`config.mk`:
```
export PLATFORM = sky130hd
export DESIGN_NAME = lvs_regs
export DESIGN_NICKNAME = d
export VERILOG_FILES = /design/src/design/lvs_pkg.sv /design/src/design/lvs_regs.sv
export SDC_FILE = /design/constraint.sdc
export NUM_CORES = 1
export LEC_CHECK = 0
export ABC_AREA = 0
export BUFFER_PORTS_ARGS = -buffer_cell sky130_fd_sc_hd__buf_2
export CORE_MARGIN = 2
export CORE_UTILIZATION = 35
export CTS_CLUSTER_SIZE = 28
export DETAILED_ROUTE_END_ITERATION = 7
export PLACE_DENSITY = 0.63
export SYNTH_ARGS = -nofsm -noshare
export SYNTH_HDL_FRONTEND = slang
export SYNTH_SLANG_ARGS = --single-unit
```
`constraint.sdc`:
```
create_clock -name clk -period 1.35 [get_ports clk]
set_clock_uncertainty 0.1 [all_clocks]
set_input_delay 0 -clock clk [delete_from_list [all_inputs] [get_ports clk]]
set_output_delay 0 -clock clk [all_outputs]
set_load 0.05 [all_outputs]
```
`src/design/lvs_pkg.sv`:
```
// Package for the legacy display status and control register bank
package lvs_pkg;
  // Port addresses
  localparam logic [15:0] PORT_MISC_WR = 16'h03c2;
  localparam logic [15:0] PORT_MISC_RD = 16'h03cc;
  localparam logic [15:0] PORT_SEQ_IDX = 16'h03c4;
  localparam logic [15:0] PORT_SEQ_DAT = 16'h03c5;
  localparam logic [15:0] PORT_FEAT_RD = 16'h03ca;
  localparam logic [15:0] PORT_STAT_MONO = 16'h03ba;
  localparam logic [15:0] PORT_STAT_COLR = 16'h03da;
  // Reset values
  localparam logic [7:0] MISC_RST = 8'h00;
  localparam logic [7:0] FEAT_RST = 8'h00;
  localparam logic [2:0] SEQ_IDX_RST = 3'h0;
  localparam logic [7:0] ZERO_BYTE = 8'h00;
  localparam logic [2:0] SEQ_RESET_IDX = 3'h0;
  // Field positions
  localparam int FEAT_VSC_BIT = 3;
  localparam int STAT_DEN_BIT = 0;
  localparam int STAT_VRT_BIT = 3;
  localparam int STAT_FB_LO = 4;
  localparam int MISC_IOSEL_BIT = 0;
  localparam int MISC_APER_BIT = 1;
  localparam int MISC_PAGE_BIT = 5;
  localparam int MISC_HPOL_BIT = 6;
  localparam int MISC_VPOL_BIT = 7;
  localparam int MISC_RSVD_BIT = 4;
  localparam int SEQ_RSV1_BIT = 1;
  localparam int MISC_CLK_LO = 2;
  localparam int MISC_CLK_W = 2;
  localparam int SEQ_IDX_W = 3;
  localparam logic [1:0] CLK_SEL_LOW = 2'h0;
  localparam logic [1:0] CLK_SEL_HIGH = 2'h1;

  // Host I/O request
  typedef struct packed {
    logic rd;
    logic wr;
    logic [15:0] addr;
    logic [7:0] wdata;
  } lvs_io_req_t;

  // Pipe timing status from a display pipe, legacy or assigned
  typedef struct packed {
    logic vretrace;
    logic blank;
    logic [7:0] pixel;
  } lvs_pipe_t;

  // Decoded misc output controls
  typedef struct packed {
    logic vsync_neg;
    logic hsync_neg;
    logic page_lower;
    logic [1:0] clk_sel;
    logic aper_en;
    logic io_colour;
  } lvs_misc_t;
endpackage

```
`src/design/lvs_regs.sv`:
```
// Legacy display status, feature, misc output and sequencer index registers
`timescale 1ns/1ps
module lvs_regs (
  input wire logic clk,
  input wire logic rst_b,
  input wire lvs_pkg::lvs_io_req_t io_req,
  input wire lvs_pkg::lvs_pipe_t legacy_pipe,
  input wire lvs_pkg::lvs_pipe_t assigned_pipe,
  input wire logic legacy_disable,
  input wire logic native_mode,
  input wire logic odd_even_mode,
  input wire logic [1:0] plane_fb_sel,
  input wire logic port_vsync_neg,
  input wire logic port_hsync_neg,
  input wire logic [1:0] fixed_clk_sel,
  input wire logic aper_access,
  output logic [7:0] io_rdata,
  output logic io_rvalid,
  output lvs_pkg::lvs_misc_t misc_ctrl,
  output logic vsync_neg_q,
  output logic hsync_neg_q,
  output logic page_lower_q,
  output logic [1:0] dot_clk_sel_q,
  output logic aper_grant_q,
  output logic retrace_irq_q
);
  import lvs_pkg::*;

  // Stored misc fields; reserved bit 4 has no storage
  logic vpol_q;
  logic hpol_q;
  logic page_q;
  logic [MISC_CLK_W-1:0] clk_code_q;
  logic aper_en_q;
  logic io_colour_q;
  // Other stored state
  logic feat_vsc_q;
  logic [SEQ_IDX_W-1:0] seq_idx_q;
  // Assembled bytes
  logic [7:0] misc_rd;
  logic [7:0] stat_d;
  logic [7:0] rdata_d;
  lvs_pipe_t src;
  // Port decode
  logic mono_hit;
  logic colr_hit;
  logic stat_hit;
  logic misc_wr_hit;
  logic misc_rd_hit;
  logic feat_rd_hit;
  logic idx_hit;
  logic dat_hit;
  logic misc_we;
  logic feat_we;
  logic idx_we;

  ////////////////////////////////////////////////////////////////////////////
  // Colour bit pair chosen by the plane enable select field
  function automatic logic [1:0] fb_pick(input logic [7:0] px, input logic [1:0] sel);
    unique case (sel)
      2'h0: fb_pick = {px[4], px[0]};
      2'h1: fb_pick = {px[5], px[1]};
      2'h2: fb_pick = {px[3], px[2]};
      2'h3: fb_pick = {px[7], px[6]};
    endcase
  endfunction

  // Exact port compare; a partial match would alias neighbour ports
  function automatic logic port_is(input logic [15:0] a, input logic [15:0] p);
    port_is = (a == p);
  endfunction

  ////////////////////////////////////////////////////////////////////////////
  // Base decode; both ranges claimed, so no mono adapter can coexist
  assign mono_hit = port_is(io_req.addr, PORT_STAT_MONO);
  assign colr_hit = port_is(io_req.addr, PORT_STAT_COLR);
  assign stat_hit = mono_hit | colr_hit;

  // Remaining ports need a full match
  assign misc_wr_hit = port_is(io_req.addr, PORT_MISC_WR);
  assign misc_rd_hit = port_is(io_req.addr, PORT_MISC_RD);
  assign feat_rd_hit = port_is(io_req.addr, PORT_FEAT_RD);
  assign idx_hit = port_is(io_req.addr, PORT_SEQ_IDX);
  assign dat_hit = port_is(io_req.addr, PORT_SEQ_DAT);

  // Write enables; status ports only reach the feature bit
  assign misc_we = io_req.wr & misc_wr_hit;
  assign feat_we = io_req.wr & stat_hit;
  assign idx_we = io_req.wr & idx_hit;

  ////////////////////////////////////////////////////////////////////////////
  // Status source follows the pipe that owns legacy timing
  assign src = legacy_disable ? assigned_pipe : legacy_pipe;

  // Status byte assembly, unused positions forced low
  always_comb begin
    stat_d = ZERO_BYTE;
    stat_d[STAT_DEN_BIT] = src.blank;
    stat_d[STAT_VRT_BIT] = src.vretrace;
    stat_d[STAT_FB_LO +: 2] = fb_pick(src.pixel, plane_fb_sel);
  end

  ////////////////////////////////////////////////////////////////////////////
  // Vertical sync polarity field
  always_ff @(posedge clk or negedge rst_b) begin
    if (!rst_b) begin
      vpol_q <= MISC_RST[MISC_VPOL_BIT];
    end else if (misc_we) begin
      vpol_q <= io_req.wdata[MISC_VPOL_BIT];
    end
  end

  // Horizontal sync polarity field
  always_ff @(posedge clk or negedge rst_b) begin
    if (!rst_b) begin
      hpol_q <= MISC_RST[MISC_HPOL_BIT];
    end else if (misc_we) begin
      hpol_q <= io_req.wdata[MISC_HPOL_BIT];
    end
  end

  // Page select field
  always_ff @(posedge clk or negedge rst_b) begin
    if (!rst_b) begin
      page_q <= MISC_RST[MISC_PAGE_BIT];
    end else if (misc_we) begin
      page_q <= io_req.wdata[MISC_PAGE_BIT];
    end
  end

  // Dot clock code, stored raw; decoded at the output
  always_ff @(posedge clk or negedge rst_b) begin
    if (!rst_b) begin
      clk_code_q <= MISC_RST[MISC_CLK_LO +: MISC_CLK_W];
    end else if (misc_we) begin
      clk_code_q <= io_req.wdata[MISC_CLK_LO +: MISC_CLK_W];
    end
  end

  // Legacy aperture enable field
  always_ff @(posedge clk or negedge rst_b) begin
    if (!rst_b) begin
      aper_en_q <= MISC_RST[MISC_APER_BIT];
    end else if (misc_we) begin
      aper_en_q <= io_req.wdata[MISC_APER_BIT];
    end
  end

  // I/O base select; stored only, since both ranges stay claimed
  always_ff @(posedge clk or negedge rst_b) begin
    if (!rst_b) begin
      io_colour_q <= MISC_RST[MISC_IOSEL_BIT];
    end else if (misc_we) begin
      io_colour_q <= io_req.wdata[MISC_IOSEL_BIT];
    end
  end

  // Misc read-back, reserved bit 4 reads zero
  always_comb begin
    misc_rd = ZERO_BYTE;
    misc_rd[MISC_VPOL_BIT] = vpol_q;
    misc_rd[MISC_HPOL_BIT] = hpol_q;
    misc_rd[MISC_PAGE_BIT] = page_q;
    misc_rd[MISC_CLK_LO +: MISC_CLK_W] = clk_code_q;
    misc_rd[MISC_APER_BIT] = aper_en_q;
    misc_rd[MISC_IOSEL_BIT] = io_colour_q;
  end

  ////////////////////////////////////////////////////////////////////////////
  // Feature control, only the storage bit is kept
  always_ff @(posedge clk or negedge rst_b) begin
    if (!rst_b) begin
      feat_vsc_q <= FEAT_RST[FEAT_VSC_BIT];
    end else if (feat_we) begin
      feat_vsc_q <= io_req.wdata[FEAT_VSC_BIT];
    end
  end

  // Sequencer index; data port at index 00 stores nothing
  always_ff @(posedge clk or negedge rst_b) begin
    if (!rst_b) begin
      seq_idx_q <= SEQ_IDX_RST;
    end else if (idx_we) begin
      seq_idx_q <= io_req.wdata[SEQ_IDX_W-1:0];
    end
  end

  ////////////////////////////////////////////////////////////////////////////
  // Read select; unmapped and data port reads return zero
  always_comb begin
    rdata_d = ZERO_BYTE;
    if (stat_hit) begin
      rdata_d = stat_d;
    end else if (feat_rd_hit) begin
      rdata_d[FEAT_VSC_BIT] = feat_vsc_q;
    end else if (misc_rd_hit) begin
      rdata_d = misc_rd;
    end else if (idx_hit) begin
      rdata_d[SEQ_IDX_W-1:0] = seq_idx_q;
    end else if (dat_hit) begin
      rdata_d = ZERO_BYTE;
    end
  end

  // Answer strobe, one cycle after the read strobe
  always_ff @(posedge clk or negedge rst_b) begin
    if (!rst_b) begin
      io_rvalid <= 1'b0;
    end else begin
      io_rvalid <= io_req.rd;
    end
  end

  // Read data stands one cycle only, zero otherwise
  always_ff @(posedge clk or negedge rst_b) begin
    if (!rst_b) begin
      io_rdata <= ZERO_BYTE;
    end else begin
      io_rdata <= io_req.rd ? rdata_d : ZERO_BYTE;
    end
  end

  ////////////////////////////////////////////////////////////////////////////
  // Misc fields as one bundle, one cycle behind the register
  always_ff @(posedge clk or negedge rst_b) begin
    if (!rst_b) begin
      misc_ctrl <= '0;
    end else begin
      misc_ctrl.vsync_neg <= vpol_q;
      misc_ctrl.hsync_neg <= hpol_q;
      misc_ctrl.page_lower <= page_q;
      misc_ctrl.clk_sel <= clk_code_q;
      misc_ctrl.aper_en <= aper_en_q;
      misc_ctrl.io_colour <= io_colour_q;
    end
  end

  // Port control wins outside native mode
  always_ff @(posedge clk or negedge rst_b) begin
    if (!rst_b) begin
      vsync_neg_q <= 1'b0;
    end else begin
      vsync_neg_q <= native_mode ? vpol_q : port_vsync_neg;
    end
  end

  // Same choice for the horizontal sync
  always_ff @(posedge clk or negedge rst_b) begin
    if (!rst_b) begin
      hsync_neg_q <= 1'b0;
    end else begin
      hsync_neg_q <= native_mode ? hpol_q : port_hsync_neg;
    end
  end

  // Page bit only meaningful in odd/even map
  always_ff @(posedge clk or negedge rst_b) begin
    if (!rst_b) begin
      page_lower_q <= 1'b0;
    end else begin
      page_lower_q <= odd_even_mode & page_q;
    end
  end

  // In native mode, reserved and unused codes fall back to the low clock
  always_ff @(posedge clk or negedge rst_b) begin
    if (!rst_b) begin
      dot_clk_sel_q <= CLK_SEL_LOW;
    end else if (!native_mode) begin
      dot_clk_sel_q <= fixed_clk_sel;
    end else if (clk_code_q == CLK_SEL_HIGH) begin
      dot_clk_sel_q <= CLK_SEL_HIGH;
    end else begin
      dot_clk_sel_q <= CLK_SEL_LOW;
    end
  end

  // Linear frame buffer never reaches this gate
  always_ff @(posedge clk or negedge rst_b) begin
    if (!rst_b) begin
      aper_grant_q <= 1'b0;
    end else begin
      aper_grant_q <= aper_access & aper_en_q;
    end
  end

  // Retrace never interrupts; old enable bits are not decoded
  always_ff @(posedge clk or negedge rst_b) begin
    if (!rst_b) begin
      retrace_irq_q <= 1'b0;
    end else begin
      retrace_irq_q <= 1'b0;
    end
  end
endmodule // lvs_regs

```
==> results.yml, run 1 <==
status:
  status: "complete, but fails checks"
  violations: "negative setup slack"
global_routing:
  antenna_found_initial: 0
  grt_pass1_wl_um: 5820
  gr-total-overflow: 0
  grt_pass1_vias: 1345
  grt_start_max_net_pins: 20
  grt_use_total: 0.152
worst_setup_path:
  crit_path_max_fanout: 3
  cp_slowest_cell: "or4b_4"
  path_cells: "buf_6 -> or4b_4 -> nor3_4 -> and4b_1 -> nand3b_1 -> mux2_4"
  cp-startpoint: "io_req[8]"
  crit_required_ps: 1410
  max_stage_delay_ps: 540
  crit_type: "input port to register"
  start_kind: "input port"
  arrival_ps: 1560
  cp_top_family: "simple AND/OR/NAND/NOR gates"
  rr_startpoint: "feat_vsc_q$_DFFE_PN0P_"
  cp-end-kind: "register"
  crit_buf_inv: 1
synth:
  seq_area_frac_synth: 0.554
  ys_async_sr_fraction: 1.00
  yosys.area_share.simple: 0.176
  synth.area.mux_share: 0.164
  synth_area_leader_cell: "dfrtp_1"
  ys_types: 39
  synth_top_area_frac: 0.554
  synthFlopType: "dfrtp_1"
  synth_compound_area_frac: 0.0798
  synthCells: 119
  synth_xor_area_frac: 0.00588
  synth_area_leaders: "dfrtp_1, mux2_2, mux2i_1, a21oi_1, mux2_1"
  synth.cells.most_frequent: "dfrtp_1, mux2_2, a21oi_1, nand2_1, mux2i_1"
  synth-adder-area-share: 0
  avgSynthCellArea_um2: 12.5
  yosys_register_bits: 33
  syn_nets: 177
  synth.most_common_cell: "dfrtp_1"
  synth_top_family_by_area: "simple AND/OR/NAND/NOR gates"
  ys_warn_count: 0
  syn-cell-area_um2: 1490
  synth_edf_count: 0
sta:
  timing.final.crit_share: 1.11
  rsz0062_at_grt: "true"
  hold_viol: 0
  slew_viol_final: 0
  fmax_mhz: 667
  worst_slack_ps: -149
  fin_hold_ws_ps: 22.4
  finalCriticalPeriod_ps: 1500
  setup_viol: 8
placement:
  place_hpwl_um: 2750
  portBuffers: 78
  pre_cts_slack_ps: -473
  place_congestion: 0.755
floorplan:
  ios: 81
  rows: 23
  die_area_um2: 4800
  dieHeight_um: 69.3
  die_w_um: 69.3
  initial_core_util: 0.367
  core_um2: 4060
layout:
  antenna_cells: 0
  fill_cells: 359
  nets: 289
  area_growth_pct: 57.3
  drive_above_1_share: 0.528
hold_path:
  hold_class: "input port to register"
  hp-start: "plane_fb_sel[1]"
clock_network:
  clock_path_buffers: 2
  clock_latency_ps: 280
  numCtsBuffers: 5
  cts_root_buf: "clkbuf_8"
  clkTransAtPathRegs_ps: 60
  cts_sinks: 33
  cts_tree: "done"
  htree_num_levels: 2
power_and_ir_drop:
  ir_worst_vdd_mv: 0.289
  p_total_uw: 2010
  p_leak_uw: 0.00128
  p_per_area_nw_per_um2: 858
job:
  maxCapViolations: 0
detailed_routing:
  drtAntennaViolNets: 0
  drt-initial-drc-count: 33
  routedWlPerCell_um: 12.3
  routed_via_density: 4.69
  drt_first_pass_iters: 4
  vias: 1319
  drc: 0
  drt_wl_total_um: 3470
-- worst register-to-register path, cell delays in order, from the launching register on --
cell and delay (ps):
dfrtp_1 380, o21ai_0 150, o22ai_1 90, a22o_1 170
and3_1 170
-- metrics by stage --
step / util / std cells / cell area (um^2) / TNS [ps]
2_1_floorplan: - / 119 / 1490 / -2350
3_3_place_gp: 0.498 / 253 / 2020 / -5270
3_5_place_dp: 0.498 / 253 / 2020 / -5610
4_1_cts: 0.575 / 281 / 2330 / -750
5_1_grt: 0.578 / 281 / 2340 / -1470
6_report: 0.578 / 281 / 2340 / -750
-- registers in the layout, indices dropped and copies added (netlist names) --
name	flops
aper_en_q	1
aper_grant_q	1
clk_code_q	2
dot_clk_sel_q	2
feat_vsc_q	1
hpol_q	1
hsync_neg_q	1
io_colour_q	1
io_rdata	8
io_rvalid	1
misc_ctrl	7
page_lower_q	1
page_q	1
seq_idx_q	3
vpol_q	1
vsync_neg_q	1
-- final cells by class --
| class | count | area (um^2) | area share |
|---|---|---|---|
| flip-flops and latches | 33 | 826 | 0.352 |
| repair buffers | 110 | 701 | 0.299 |
| well taps | 50 | 62.6 | 0.0267 |
| inverters | 1 | 3.75 | 0.00160 |
| clock buffers | 7 | 86.3 | 0.0368 |
| multi-input cells | 80 | 666 | 0.284 |
-- layout by cell type, fill, tap and decap left out, drive strengths merged --
| cell | synthesis | layout |
|---|---|---|
| a31oi | 1 | 1 |
| or3 | 1 | 1 |
| clkbuf | 4 | 7 |
| nor4bb | 1 | 1 |
| buf | 1 | 91 |
| a21boi | 1 | 1 |
| and3 | 4 | 4 |
| xor2 | 1 | 1 |
| nand3 | 1 | 1 |
| a22o | 1 | 1 |
| nor2b | 4 | 4 |
| nor3 | 1 | 1 |
| dlygate4sd3 | 0 | 19 |
| nand2 | 8 | 8 |
| and4b | 2 | 2 |
| nor4 | 1 | 1 |
| nor3b | 1 | 1 |
| nand2b | 1 | 1 |
| inv | 1 | 1 |
| or4b | 1 | 1 |
| o22ai | 2 | 2 |
| mux2i | 6 | 6 |
| o311a | 1 | 1 |
| o211ai | 1 | 1 |
| a21oi | 7 | 7 |
| a22oi | 1 | 1 |
| and4bb | 1 | 1 |
| nor2 | 2 | 2 |
| nand3b | 3 | 3 |
| dfrtp | 33 | 33 |
| conb | 1 | 1 |
| and2 | 4 | 4 |
| o21ai | 3 | 3 |
| a311oi | 1 | 1 |
| or4 | 1 | 1 |
| mux2 | 16 | 16 |
-- final timing paths --
path | slack (ps) | depth (start not counted) | endpoint
max in group asynchronous | 670 | 3 | io_rdata[2]$_DFF_PN0_
max reg2reg | 180 | 4 | io_rdata[3]$_DFF_PN0_
min reg2reg | 300 | 0 | misc_ctrl[0]$_DFF_PN0_
min | 20 | 3 | io_rdata[4]$_DFF_PN0_
max | -150 | 6 | seq_idx_q[1]$_DFFE_PN0P_
min in group asynchronous | 70 | 2 | seq_idx_q[1]$_DFFE_PN0P_
-- kinds of logic after synthesis --
family	Yosys count
AO/OA/AOI/OAI	19
XOR/XNOR	1
buffers and inverters	6
flip-flops	33
multiplexers	22
other	1
AND/OR/NAND/NOR	37
-- what timing repair did --
action / 4_1_cts / 5_1_grt
endpoints found under the setup margin: 13 / 18
resized for setup: 5 / 3
endpoints found under the hold margin: 57 / 0
pin swaps: 6 / 3
setup buffers: 2 / 0
hold buffers: 19 / 0
-- per-layer routing --
| metal | wire length [um] | GRT usage | vias up |
|---|---|---|---|
| met5 | 0 | 0 | - |
| met4 | 82 | 0.0697 | 0 |
| met3 | 276 | 0.0538 | 7 |
| met2 | 1620 | 0.247 | 65 |
| met1 | 1490 | 0.181 | 595 |
| li1 | - | - | 652 |
-- power by group --
group	switching, uW	internal [uW]
clock	308	403
sequential	1.53	997
combinational	145	157
total	455	1560
Power figures use the tool's default switching activity.
==> run 2, diff against run 1 <==
--- a/config.mk
+++ b/config.mk
@@ -11,7 +11,7 @@
 export CORE_UTILIZATION = 35
 export CTS_CLUSTER_SIZE = 28
 export DETAILED_ROUTE_END_ITERATION = 7
-export PLACE_DENSITY = 0.63
+export PLACE_DENSITY = 0.65
 export SYNTH_ARGS = -nofsm -noshare
 export SYNTH_HDL_FRONTEND = slang
 export SYNTH_SLANG_ARGS = --single-unit
==> results.yml, run 2 (synthesis gave the netlist of run 1 again) <==
status:
  status: "complete, but fails checks"
  violations: "negative setup slack"
detailed_routing:
  routed_via_density: 4.75
  drt_first_pass_iters: 4
  drt-initial-drc-count: 82
  vias: 1339
  routedWlPerCell_um: 12.3
  drt_wl_total_um: 3470
  drc: 0
  drtAntennaViolNets: 0
global_routing:
  grt_pass1_vias: 1265
  gr-total-overflow: 0
  grt_use_total: 0.150
  grt_start_max_net_pins: 34
  antenna_found_initial: 0
  grt_pass1_wl_um: 5730
power_and_ir_drop:
  p_leak_uw: 0.00128
  ir_worst_vdd_mv: 0.308
  p_per_area_nw_per_um2: 855
floorplan:
  dieHeight_um: 69.3
  ios: 81
  rows: 23
  die_area_um2: 4800
  initial_core_util: 0.367
  die_w_um: 69.3
  core_um2: 4060
clock_network:
  cts_tree: "done"
  cts_root_buf: "clkbuf_8"
  clock_latency_ps: 270
  cts_sinks: 33
  htree_num_levels: 2
  clock_path_buffers: 2
  clkTransAtPathRegs_ps: 60
  numCtsBuffers: 5
sta:
  worst_slack_ps: -160
  rsz0062_at_grt: "true"
  slew_viol_final: 0
  hold_viol: 0
  fin_tns_setup_ps: -1300
  timing.final.crit_share: 1.12
  fin_hold_ws_ps: 17.4
  fmax_mhz: 662
  finalCriticalPeriod_ps: 1510
  setup_viol: 17
job:
  maxCapViolations: 0
layout:
  largest_registers: "io_rdata: 8 flops, misc_ctrl: 7 flops, seq_idx_q: 3 flops"
  final_common_cell: "buf_2"
  utilization: 0.579
  nets: 290
  largest_reg_flops: 8
  layout_common_cells: "buf_2, dfrtp_1, dlygate4sd3_1"
  area_growth_pct: 57.6
  top_register: "io_rdata"
  antenna_cells: 0
  drive_above_1_share: 0.530
hold_path:
  hold_class: "input port to register"
worst_setup_path:
  cp-end-kind: "register"
  arrival_ps: 1570
  start_kind: "input port"
  crit_type: "input port to register"
  crit_path_max_fanout: 3
  crit_required_ps: 1410
placement:
  place_congestion: 0.739
  portBuffers: 78
  place_hpwl_um: 2600
## run 2: cell types whose count changed in the layout (fill, tap and decap cells not counted), sizes merged
cell / delta
buf: +1
## run 2: repair_timing
action,CTS,global route
endpoints found under the hold margin,57,0
hold buffers,19,0
pin swaps,6,5
gates resized for setup,6,4
setup buffers,1,1
setup endpoints to repair,12,17
## run 2: path summary, 6_finish.rpt
| path | slack (ps) | depth (start not counted) | end | from |
|---|---|---|---|---|
| worst min register to register | 310 | 0 | misc_ctrl[0]$_DFF_PN0_ | io_colour_q$_DFFE_PN0P_ |
| worst max register to register | 160 | 4 | io_rdata[3]$_DFF_PN0_ | feat_vsc_q$_DFFE_PN0P_ |
| max in group asynchronous | 680 | 3 | vsync_neg_q$_DFF_PN0_ | rst_b |
| worst max-delay path | -160 | 6 | seq_idx_q[1]$_DFFE_PN0P_ | io_req[23] |
| worst min-delay path | 20 | 3 | io_rdata[4]$_DFF_PN0_ | plane_fb_sel[1] |
| min in group asynchronous | 170 | 3 | misc_ctrl[2]$_DFF_PN0_ | rst_b |
## run 2: routing by layer
| metal | track usage | up-vias | share of wire |
|---|---|---|---|
| li1 | - | 656 | - |
| met1 | 0.198 | 606 | 0.44 |
| met2 | 0.230 | 73 | 0.47 |
| met3 | 0.0596 | 4 | 0.084 |
| met4 | 0.0436 | 0 | 0.0081 |
| met5 | 0 | - | 0 |
## run 2: critical path, stage by stage
cell	delay [ps]
buf_6	90
or4b_4	550
nor3_4	200
and4b_1	200
nand3b_1	190
mux2_4	350
## run 2: through the flow
step | std cells | area, um^2 | total power [uW] | worst slack (ps)
2_1_floorplan | 119 | 1490 | 1130 | -260
3_3_place_gp | 254 | 2010 | 1270 | -444
3_5_place_dp | 254 | 2010 | 1270 | -464
4_1_cts | 281 | 2320 | 2030 | -149
5_1_grt | 282 | 2350 | 2110 | -214
6_report | 282 | 2350 | 2010 | -160
## run 2: area by class of cell
type / instances / area (um^2)
flip-flops and latches: 33 / 826
fillers: 350 / 1710
multi-input cells: 80 / 664
repair buffers: 111 / 706
well taps: 50 / 62.6
inverters: 1 / 3.75
clock buffers: 7 / 86.3
## run 2: power by group
| group | internal (uW) | switching [uW] | total (uW) |
|---|---|---|---|
| combinational | 157 | 142 | 299 |
| clock | 404 | 308 | 711 |
| sequential | 997 | 1.65 | 999 |
| total | 1560 | 451 | 2010 |
==> run 3, diff against run 2 <==
--- a/config.mk
+++ b/config.mk
@@ -12,6 +12,7 @@
 export CTS_CLUSTER_SIZE = 28
 export DETAILED_ROUTE_END_ITERATION = 7
 export PLACE_DENSITY = 0.65
+export SKIP_CTS_REPAIR_TIMING = 1
 export SYNTH_ARGS = -nofsm -noshare
 export SYNTH_HDL_FRONTEND = slang
 export SYNTH_SLANG_ARGS = --single-unit
==> results.yml, run 3 (synthesis gave the netlist of run 1 again) <==
layout:
  final_common_cell: "buf_2"
  fill_cells: 358
  antenna_cells: 0
  multi_input_area_um2: 662
  largest_reg_flops: 8
  top_register: "io_rdata"
  largest_registers: "io_rdata: 8 flops, misc_ctrl: 7 flops, seq_idx_q: 3 flops"
  area_growth_pct: 55.7
  nets: 288
  drive_above_1_share: 0.530
  seq_area_um2: 826
  layout_common_cells: "buf_2, dfrtp_1, dlygate4sd3_1"
  post-route-cell-area_um2: 2320
global_routing:
  grt_use_total: 0.139
  gr-total-overflow: 0
  grt_pass1_vias: 1153
  grt_pass1_wl_um: 5240
  grt_start_max_net_pins: 34
  antenna_found_initial: 0
detailed_routing:
  top_layer: "met4"
  wl_met1_um: 1540
  vias: 1319
  drt_first_pass_iters: 4
  routedWlPerCell_um: 12.3
  drc: 0
  routed_via_density: 4.71
  drt_wl_total_um: 3450
  dr_wl_met3_um: 295
  drtAntennaViolNets: 0
  drt-initial-drc-count: 63
  wl_met2_um: 1600
sta:
  worst_slack_ps: -174
  setup_viol: 14
  fin_hold_ws_ps: -7.71
  fmax_mhz: 656
  slew_viol_final: 0
  fin_tns_setup_ps: -1280
  timing.final.crit_share: 1.13
  hold_viol: 1
  rsz0062_at_grt: "true"
  finalCriticalPeriod_ps: 1520
clock_network:
  clock_latency_ps: 270
  cts_tree: "done"
  cts_sinks: 33
  clock_path_buffers: 2
  clkTransAtPathRegs_ps: 60
  htree_num_levels: 2
  cts_root_buf: "clkbuf_8"
  numCtsBuffers: 5
floorplan:
  ios: 81
  die_area_um2: 4800
  die_w_um: 69.3
  dieHeight_um: 69.3
  initial_core_util: 0.367
  rows: 23
  core_um2: 4060
power_and_ir_drop:
  p_per_area_nw_per_um2: 864
  p_leak_uw: 0.00127
  ir_worst_vdd_mv: 0.307
placement:
  placed_area_um2: 2010
  portBuffers: 78
  pre_cts_slack_ps: -464
  place_hpwl_um: 2600
  place_congestion: 0.739
worst_setup_path:
  crit_required_ps: 1410
  crit_path_max_fanout: 3
  ff2ff_path_depth: 4
  cp-end-kind: "register"
  reg2reg_slack_ps: 160
  crit_type: "input port to register"
  start_kind: "input port"
  arrival_ps: 1580
job:
  maxCapViolations: 0
status:
  status: "complete, but fails checks"
  violations: "negative hold slack, negative setup slack"
hold_path:
  hold_class: "input port to register"
  hold_depth: 4
run 3: cell types whose count changed in the layout (fill, tap and decap cells not counted):
| cell | previous run | this run |
|---|---|---|
| dlygate4sd3_1 | 19 | 17 |
| and2_4 | 2 | 1 |
| buf_2 | 76 | 77 |
| and2_1 | 2 | 3 |
| buf_6 | 4 | 3 |
run 3: power by group:
group	switching [uW]	internal [uW]	leakage [uW]	total, uW
logic	141	152	0.000771	293
registers	1.66	997	0.000455	999
clock network	309	404	0.0000443	712
total	452	1550	0.00127	2000
run 3: final cells by class:
cell class / instances / share of cell area
inverters: 1 / 0.00162
well taps: 50 / 0.0270
clock buffers: 7 / 0.0372
multi-input cells: 80 / 0.285
repair buffers: 109 / 0.293
flip-flops and latches: 33 / 0.356
run 3: metrics by stage:
| stage | utilization | power (uW) | cells |
|---|---|---|---|
| after global placement | 0.496 | 1270 | 254 |
| after detailed placement | 0.496 | 1270 | 254 |
| after global routing | 0.572 | 2100 | 280 |
| after CTS | 0.518 | 1980 | 261 |
| final | 0.572 | 2000 | 280 |
| after floorplan | - | 1130 | 119 |
run 3: metal layers:
metal	GRT usage	vias up
met4	0.0327	0
met2	0.214	71
met1	0.181	594
met5	0	-
li1	-	652
met3	0.0610	2
run 3: worst paths after layout:
| check | startpoint | end |
|---|---|---|
| hold / removal | legacy_pipe[9] | io_rdata[3]$_DFF_PN0_ |
| setup reg to reg | feat_vsc_q$_DFFE_PN0P_ | io_rdata[3]$_DFF_PN0_ |
| max in group asynchronous | rst_b | vsync_neg_q$_DFF_PN0_ |
| hold reg to reg | io_colour_q$_DFFE_PN0P_ | misc_ctrl[0]$_DFF_PN0_ |
| min in group asynchronous | rst_b | misc_ctrl[2]$_DFF_PN0_ |
| setup / recovery | io_req[8] | seq_idx_q[1]$_DFFE_PN0P_ |
run 3: critical path, cell delays in order:
cell and delay (ps):
buf_6 90, or4b_4 560, nor3_4 200, and4b_1 200, nand3b_1 190, mux2_4 350
